File: src/hdl/switch_matrix_map.svh
// Register map and field positions of the amplifier switch bank.
// Assumes byte addresses on a 32-bit register port.
`ifndef SWITCH_MATRIX_MAP_SVH
`define SWITCH_MATRIX_MAP_SVH

`define TIA_SW_ADDR      16'h215c
`define EXC_SW_ADDR      16'h2158
`define TIA_SW_RESET     12'h000
`define EXC_SW_RESET     3'h0
`define TIA_SW_W         12
`define EXC_SW_W         3
`define BIT_CAL_B        11
`define BIT_RSVD_HI      10
`define BIT_DIRECT_SENSE 9
`define BIT_COMMON_PATH  8
`define BIT_AUX_MATRIX   6
`define BIT_CAL_TO_SENSE 5
`define BIT_ELECTRODE_B  4
`define BIT_AIN_FOUR     3
`define BIT_AIN_THREE    2
`define BIT_EXC_THREE    2
`define BIT_EXC_TWO      1
`define BIT_EXC_CAL_A    0
`define READ_ZERO        32'h0000_0000

`endif

File: src/hdl/switch_matrix_pkg.sv
// Types shared by the amplifier switch bank.
// Assumes the map header is compiled alongside.
package switch_matrix_pkg;

    typedef struct packed {
        logic cal_pin_b_to_amp_switch;
        logic direct_sense_switch;
        logic common_path_switch;
        logic aux_matrix_switch;
        logic cal_to_sense_switch;
        logic sensor_electrode_b_switch;
        logic analog_in_four_switch;
        logic analog_in_three_switch;
        logic excite_to_input_three_switch;
        logic excite_to_input_two_switch;
        logic excite_to_cal_a_switch;
    } switch_ctrl_t;

    typedef struct packed {
        logic [15:0] addr;
        logic [31:0] wdata;
        logic        wr;
        logic        rd;
    } reg_req_t;

endpackage : switch_matrix_pkg

File: src/hdl/switch_matrix_tia_config.sv
// Switch control register bank for the amplifier input matrix.
// Assumes a single-cycle register port and one 50 MHz clock.
`timescale 1ns/1ns
`default_nettype none
`include "switch_matrix_map.svh"

// What this block does
// - Bit 11 closes the calibration pin B switch to the amplifier input.
// - Bit 9 closes the direct sense electrode switch to the amplifier input.
// - Bit 8 drives the common path switch shared by the pin selections.
// - With the common path bit clear the direct sense switch may feed the input.
// - Bit 6 closes the auxiliary matrix switch.
// - Bit 5 closes the calibration path to the sense electrode input.
// - Bit 4 closes the second sensor electrode switch via the common path.
// - Bit 3 closes the fourth analog input switch via the common path.
// - Bit 2 closes the third analog input switch via the common path.
// - Excitation bit 2 joins the excitation node to analog input three.
// - Excitation bit 1 joins the excitation node to analog input two.
// - Excitation bit 0 joins the excitation node to calibration pin A.
// - The amplifier input register resets to zero with all switches open.
module switch_matrix_tia_config
    import switch_matrix_pkg::*;
(
    input  wire logic         clock,
    input  wire logic         nrst,
    input  wire logic [15:0]  reg_addr,
    input  wire logic [31:0]  reg_wdata,
    input  wire logic         reg_wr,
    input  wire logic         reg_rd,
    output var  logic [31:0]  reg_rdata,
    output var  switch_ctrl_t sw_ctrl
);

    logic [`TIA_SW_W-1:0] tia_q;
    logic [`TIA_SW_W-1:0] tia_d;
    logic [`EXC_SW_W-1:0] exc_q;
    logic [`EXC_SW_W-1:0] exc_d;
    logic [31:0]          rdata_q;
    logic [31:0]          rdata_d;
    reg_req_t             req;
    logic                 wr_seen_q;

    // Address match
    function automatic logic hit(
        input logic [15:0] a,
        input logic [15:0] target
    );
        hit = (a == target);
    endfunction : hit

    assign req.addr  = reg_addr;
    assign req.wdata = reg_wdata;
    assign req.wr    = reg_wr;
    assign req.rd    = reg_rd;

    always_comb begin
        tia_d = tia_q;
        if (req.wr && hit(req.addr, `TIA_SW_ADDR)) begin
            tia_d = req.wdata[`TIA_SW_W-1:0];
        end
    end

    always_ff @(posedge clock or negedge nrst) begin
        if (!nrst) begin
            tia_q <= `TIA_SW_RESET;
        end else begin
            tia_q <= tia_d;
        end
    end

    // Excitation switch field
    always_comb begin
        exc_d = exc_q;
        if (req.wr && hit(req.addr, `EXC_SW_ADDR)) begin
            exc_d = req.wdata[`EXC_SW_W-1:0];
        end
    end

    always_ff @(posedge clock or negedge nrst) begin
        if (!nrst) begin
            exc_q <= `EXC_SW_RESET;
        end else begin
            exc_q <= exc_d;
        end
    end

    always_comb begin
        rdata_d = `READ_ZERO;
        if (req.rd && hit(req.addr, `TIA_SW_ADDR)) begin
            rdata_d[`TIA_SW_W-1:0] = tia_q;
        end else if (req.rd && hit(req.addr, `EXC_SW_ADDR)) begin
            rdata_d[`EXC_SW_W-1:0] = exc_q;
        end
    end

    always_ff @(posedge clock or negedge nrst) begin
        if (!nrst) begin
            rdata_q <= `READ_ZERO;
        end else begin
            rdata_q <= rdata_d;
        end
    end

    assign reg_rdata = rdata_q;

    assign sw_ctrl.cal_pin_b_to_amp_switch = tia_q[`BIT_CAL_B];
    assign sw_ctrl.direct_sense_switch = tia_q[`BIT_DIRECT_SENSE];
    assign sw_ctrl.common_path_switch = tia_q[`BIT_COMMON_PATH];
    assign sw_ctrl.aux_matrix_switch = tia_q[`BIT_AUX_MATRIX];
    assign sw_ctrl.cal_to_sense_switch = tia_q[`BIT_CAL_TO_SENSE];
    assign sw_ctrl.sensor_electrode_b_switch = tia_q[`BIT_ELECTRODE_B];
    assign sw_ctrl.analog_in_four_switch = tia_q[`BIT_AIN_FOUR];
    assign sw_ctrl.analog_in_three_switch = tia_q[`BIT_AIN_THREE];
    assign sw_ctrl.excite_to_input_three_switch = exc_q[`BIT_EXC_THREE];
    assign sw_ctrl.excite_to_input_two_switch = exc_q[`BIT_EXC_TWO];
    assign sw_ctrl.excite_to_cal_a_switch = exc_q[`BIT_EXC_CAL_A];

    always_ff @(posedge clock or negedge nrst) begin
        if (!nrst) begin
            wr_seen_q <= 1'b0;
        end else if (reg_wr && (hit(reg_addr, `TIA_SW_ADDR) || hit(reg_addr, `EXC_SW_ADDR))) begin
            wr_seen_q <= 1'b1;
        end
    end
endmodule : switch_matrix_tia_config

`default_nettype wire

File: config.mk
export PLATFORM = sky130hd
export DESIGN_NAME = switch_matrix_tia_config
export DESIGN_NICKNAME = d
export VERILOG_FILES = /design/src/hdl/switch_matrix_pkg.sv /design/src/hdl/switch_matrix_tia_config.sv
export VERILOG_INCLUDE_DIRS = /design/src /design/src/hdl
export SDC_FILE = /design/constraint.sdc
export NUM_CORES = 1
export LEC_CHECK = 0
export ABC_AREA = 1
export BUFFER_PORTS_ARGS = -buffer_cell sky130_fd_sc_hd__buf_2
export CAP_MARGIN = 20
export CELL_PAD_IN_SITES_DETAIL_PLACEMENT = 1
export CELL_PAD_IN_SITES_GLOBAL_PLACEMENT = 1
export CORE_MARGIN = 2
export CORE_UTILIZATION = 28
export DETAILED_ROUTE_END_ITERATION = 6
export PLACE_DENSITY = 0.85
export SYNTH_ARGS = -nofsm -noshare
export SYNTH_HDL_FRONTEND = slang
export SYNTH_SLANG_ARGS = --single-unit
File: constraint.sdc
create_clock -name clock -period 0.8 [get_ports clock]
set_input_delay 0.08 -clock clock [delete_from_list [all_inputs] [get_ports clock]]
set_output_delay 0.08 -clock clock [all_outputs]
set_load 0.05 [all_outputs]
==> results of run 1 <==
-- cell type report --
class	count	share of cell area (%)
Timing Repair Buffer	78	32.7
Sequential cell	27	29.7
Multi-Input combinational cell	102	27.9
Inverter	23	4.10
Tap cell	67	3.66
Clock buffer	4	1.97
-- worst reg2reg max path: stages (launching register included) --
cell	delay (ns)
dfrtp_2	0.43
buf_4	0.14
buf_6	0.11
nand4_1	0.08
nand2_1	0.06
-- how the worst min path moves through the flow --
stage	cells past startpoint	end	from	slack [ns]
floorplan	0	exc_q[0]	nrst	-0.22
global placement	1	reg_rdata[2]	nrst	-0.03
detailed placement	1	reg_rdata[1]	nrst	-0.02
CTS	3	tia_q[6]	reg_wdata[6]	0.02
global route	3	tia_q[3]	reg_wdata[3]	0.02
finish	3	tia_q[6]	reg_wdata[6]	0.02
-- power by group --
part	internal, mW	leakage, nW	switching [mW]
sequential	1.36	0.325	0.000287
clock	0.357	0.0228	0.428
combinational	0.136	0.932	0.344
total	1.86	1.28	0.772
-- cell families after synthesis --
kind of cell           Yosys count  synth area share [%]
AOI/OAI and AO/OA               12                  6.33
other                            1                 0.263
buffers and inverters           53                  23.0
DFF                             27                  47.5
and+or+nand+nor                 70                  22.9
-- metrics by stage --
step / setup TNS (ns) / setup WS, ns / area (sq um) / std cells
5_1_grt: -4.62 / -0.175 / 2290 / 301
2_1_floorplan: -1.22 / -0.116 / 1530 / 182
3_5_place_dp: -7.06 / -0.384 / 1760 / 280
6_report: -2.83 / -0.145 / 2290 / 301
3_3_place_gp: -6.44 / -0.329 / 1760 / 280
4_1_cts: -3.20 / -0.129 / 2140 / 296
-- per-layer routing --
metal / vias to the layer above / part of all wire, % / GRT usage [%]
met3: 6 / 3.7 / 1.46
li1: 581 / - / -
met2: 40 / 56 / 25.6
met5: - / 0 / 0
met1: 601 / 39 / 14.3
met4: 0 / 1.6 / 5.07
-- synth_stat cells --
cell / number / share of area (%)
nor2_1: 17 / 4.5
buf_12: 1 / 1.4
nand3_2: 1 / 0.70
nand2_1: 37 / 9.8
nor2_2: 3 / 1.3
nand4_1: 3 / 1.3
o21ai_2: 8 / 4.9
inv_1: 23 / 6.1
nand3_1: 3 / 1.1
dfrtp_1: 27 / 47
nand2_2: 3 / 1.3
o21ai_0: 4 / 1.4
nor2_4: 1 / 0.79
buf_6: 1 / 0.79
nand2_4: 1 / 0.79
conb_1: 1 / 0.26
nor2_8: 1 / 1.4
buf_4: 28 / 15
-- flip-flops by register name (all words and copies together), names as in the netlist --
name / cells
reg_rdata: 12
tia_q: 12
exc_q: 3
-- repair_timing --
item / CTS / global route
resized for setup: 68 / 47
endpoints found under the setup margin: 35 / 50
pin swaps: 4 / 22
hold buffers: 1 / 0
cloned: 2 / 1
hold endpoints to repair: 27 / 0
buffers inserted: 9 / 11
==> reports/metrics.cfg, run 1 <==
[worst_setup_path]
crit_path_cell_trace=buf_6
r2r-end=reg_rdata[2]
critPathKind=reg2out
cp-end-kind=output pin
crit_required_ns=0.72
reg2reg_slack_ns=-0.13
crit_family=flip-flops
critPathBufInv=1
r2r-start=exc_q[2]
cp.depth=1
crit_path_max_incr_delay_ns=0.43
critical_path.startpoint=exc_q[1]
startpoint_type=flip-flop
slowest_stage=dfrtp_2
path_max_fanout=2
crit_end=sw_ctrl[1]
worstRegToRegCells=4
arrival_ns=0.86

[routing]
vias=1228
drtAntennaViolNets=0
avgRoutedWirePerCell_um=12.9
drt_iter0_markers=29
dr.pass1.iters=3
detail_route.vias_per_cell=4.08
drc=0
wl_mm=3.88

[floorplanning]
rows=25
die-area_sq_um=5670
die_h_um=75.3
die_w_um=75.3
core-area_sq_um=4820
start_util_pct=29.6
ios=95

[global_route]
antenna_found_initial=0
grt_pass1_wl_mm=5.71
gr-usage-all-layers_pct=13.1
grt_max_degree=18
grt_pass1_vias=1347
grt_overflow=0

[placement]
hpwl_mm=2.50
portBuffers=54
routabilityCongestion=0.747

[clock_network]
clkSinkCount=27
path_clk_slew_ns=0.10
numCtsBuffers=3
clockRootBuffer=clkbuf_8
cts_tree=built
cts-htree-levels=1
clk_latency_ns=0.27
clockBufferDepth=2

[sta]
timing.final.ws_setup_ns=-0.145
period_share_pct=118
rsz0062_at_grt=yes
fmax_mhz=1060
fin_skew_ns=0.00550
setup_violations=35
hold_slack_ns=0.0169
min_period_ns=0.945
finalMaxSlewViolations=0
final-hold-violation-count=0

[synth]
yosys_warnings=0
synth-seq-area-share_pct=47.5
syn_area_sq_um=1420
syn_avg_cell_area_sq_um=8.74
syn_inst=163
ys_types=18
ys_seq_elements=27

[pwr]
finalPower_mw=2.63
vdd_ir_drop_max_mv=0.646
powerDensity_nw_per_um2=1150
p_leak_nw=1.28

[run_status]
outcome=complete, but fails checks
failed_checks=setup timing

[finish]
fin_util_pct=47.6
regArea_sq_um=679
final_cell_mix=41 x buf_6, 24 x dfrtp_1, 22 x buf_2
area_growth_pct=60.9
final_common_cell=buf_6
nFillCells=578
finalNetCount=287
multiInputGateArea_sq_um=639
drive_gt1_share_pct=57.7
diodes=0

[min_path]
hold_path.class=in2reg

[flow_run]
max_cap_violations=0

Note: power is estimated with default switching activity, not from simulation.
==> run 2: changes to the inputs <==
--- a/config.mk
+++ b/config.mk
@@ -15,6 +15,8 @@
 export CORE_UTILIZATION = 28
 export DETAILED_ROUTE_END_ITERATION = 6
 export PLACE_DENSITY = 0.85
+export REMOVE_ABC_BUFFERS = 1
+export SKIP_LAST_GASP = 1
 export SYNTH_ARGS = -nofsm -noshare
 export SYNTH_HDL_FRONTEND = slang
 export SYNTH_SLANG_ARGS = --single-unit
==> reports/metrics.cfg, run 2 (same netlist as run 1, synthesis figures left out) <==
[sta]
fmax_mhz=1080
finalMaxSlewViolations=0
timing.final.ws_setup_ns=-0.126
min_period_ns=0.926
final-hold-violation-count=0
setup_violations=35
hold_slack_ns=0.0272
rsz0062_at_grt=yes
fin_skew_ns=0.00535
period_share_pct=116

[worst_setup_path]
critPathBufInv=1
crit_family=flip-flops
worstRegToRegCells=3
crit_path_cell_trace=buf_6
path_max_fanout=2
crit_required_ns=0.72
critPathKind=reg2out
crit_path_max_incr_delay_ns=0.41
cp-end-kind=output pin
arrival_ns=0.85
cp.depth=1
slowest_stage=dfrtp_1
startpoint_type=flip-flop

[run_status]
outcome=complete, but fails checks
failed_checks=setup timing

[pwr]
p_leak_nw=1.28
vdd_ir_drop_max_mv=0.859
finalPower_mw=2.55
powerDensity_nw_per_um2=1160

[finish]
final_area_sq_um=2200
stdcell_count=295
final_cell_mix=32 x buf_6, 27 x dfrtp_1, 24 x buf_2
final_common_cell=buf_6
diodes=0
area_growth_pct=54.2
finalNetCount=281
fin_util_pct=45.6
drive_gt1_share_pct=50.9

[min_path]
hold_path.class=in2reg
hold_depth=3

[clock_network]
clkSinkCount=27
clockRootBuffer=clkbuf_8
cts_tree=built
numCtsBuffers=3
path_clk_slew_ns=0.09
cts-htree-levels=1
clk_latency_ns=0.26
clockBufferDepth=2

[routing]
dr.pass1.iters=4
avgRoutedWirePerCell_um=12.4
detail_route.vias_per_cell=3.96
drt_iter0_markers=27
wl_met3_um=201
wl_mm=3.66
vias=1169
drc=0
wl_met1_mm=1.40
highest_layer=met4
wl_met2_mm=2.03
drtAntennaViolNets=0

[global_route]
grt_pass1_vias=1257
antenna_found_initial=0
grt_max_degree=16
grt_overflow=0
grt_pass1_wl_mm=5.79
gr-usage-all-layers_pct=13.5

[placement]
routabilityCongestion=0.817
portBuffers=54
dpl_cell_area_sq_um=1730
place_inst=281
hpwl_mm=2.61

[floorplanning]
die-area_sq_um=5670
core-area_sq_um=4820
start_util_pct=29.6
rows=25
die_w_um=75.3
die_h_um=75.3
ios=95

[flow_run]
max_cap_violations=0

run 2: cell types whose count changed in the layout (fill, tap and decap cells not counted), sizes merged:
| cell | previous run | this run |
|---|---|---|
| clkbuf | 5 | 4 |
| buf | 76 | 71 |
run 2: routing by layer:
| layer | vias up | global-route usage, % |
|---|---|---|
| met4 | 0 | 2.34 |
| met2 | 44 | 25.8 |
| met3 | 2 | 2.65 |
| met1 | 552 | 15.6 |
| li1 | 571 | - |
| met5 | - | 0 |
run 2: worst register-to-register path, delay by kind of cell (launching register included):
kind                   cells  cell delay [ns]
AOI/OAI and AO/OA          1             0.07
buffers and inverters      1             0.15
and+or+nand+nor            1             0.07
DFF                        1             0.41
run 2: final cells by class:
class,count,area (sq um)
fill,585,2620
timing repair buffer,72,686
multi-input combinational,102,619
sequential,27,676
tap,67,83.8
inverter,23,86.3
clock buffer,4,45.0
run 2: path summary, 6_finish.rpt:
kind,start,end,slack (ns)
setup / recovery,tia_q[2],sw_ctrl[3],-0.13
hold / removal,reg_wdata[3],tia_q[3],0.03
setup reg to reg,tia_q[2],tia_q[2],-0.01
hold reg to reg,tia_q[0],reg_rdata[0],0.51
max in group asynchronous,nrst,reg_rdata[2],0.18
min in group asynchronous,nrst,tia_q[3],0.24
run 2: stage by stage:
| stage | setup slack [ns] | TNS [ns] |
|---|---|---|
| final | -0.126 | -2.27 |
| after floorplan | -0.196 | -3.35 |
| after detailed placement | -0.366 | -7.97 |
| after global routing | -0.164 | -3.97 |
| after CTS | -0.128 | -2.78 |
| after global placement | -0.313 | -6.72 |
run 2: power by group:
group	switching, mW	total [mW]	internal, mW
registers	0.000294	1.36	1.36
logic	0.331	0.448	0.117
clock network	0.385	0.741	0.356
total	0.717	2.55	1.84
run 2: what timing repair did:
action	in CTS	in global routing
setup endpoints to repair	38	50
gates cloned	1	0
pin swaps	10	13
resized for setup	79	18
endpoints found under the hold margin	27	0
hold buffers	1	0
buffers inserted	7	1
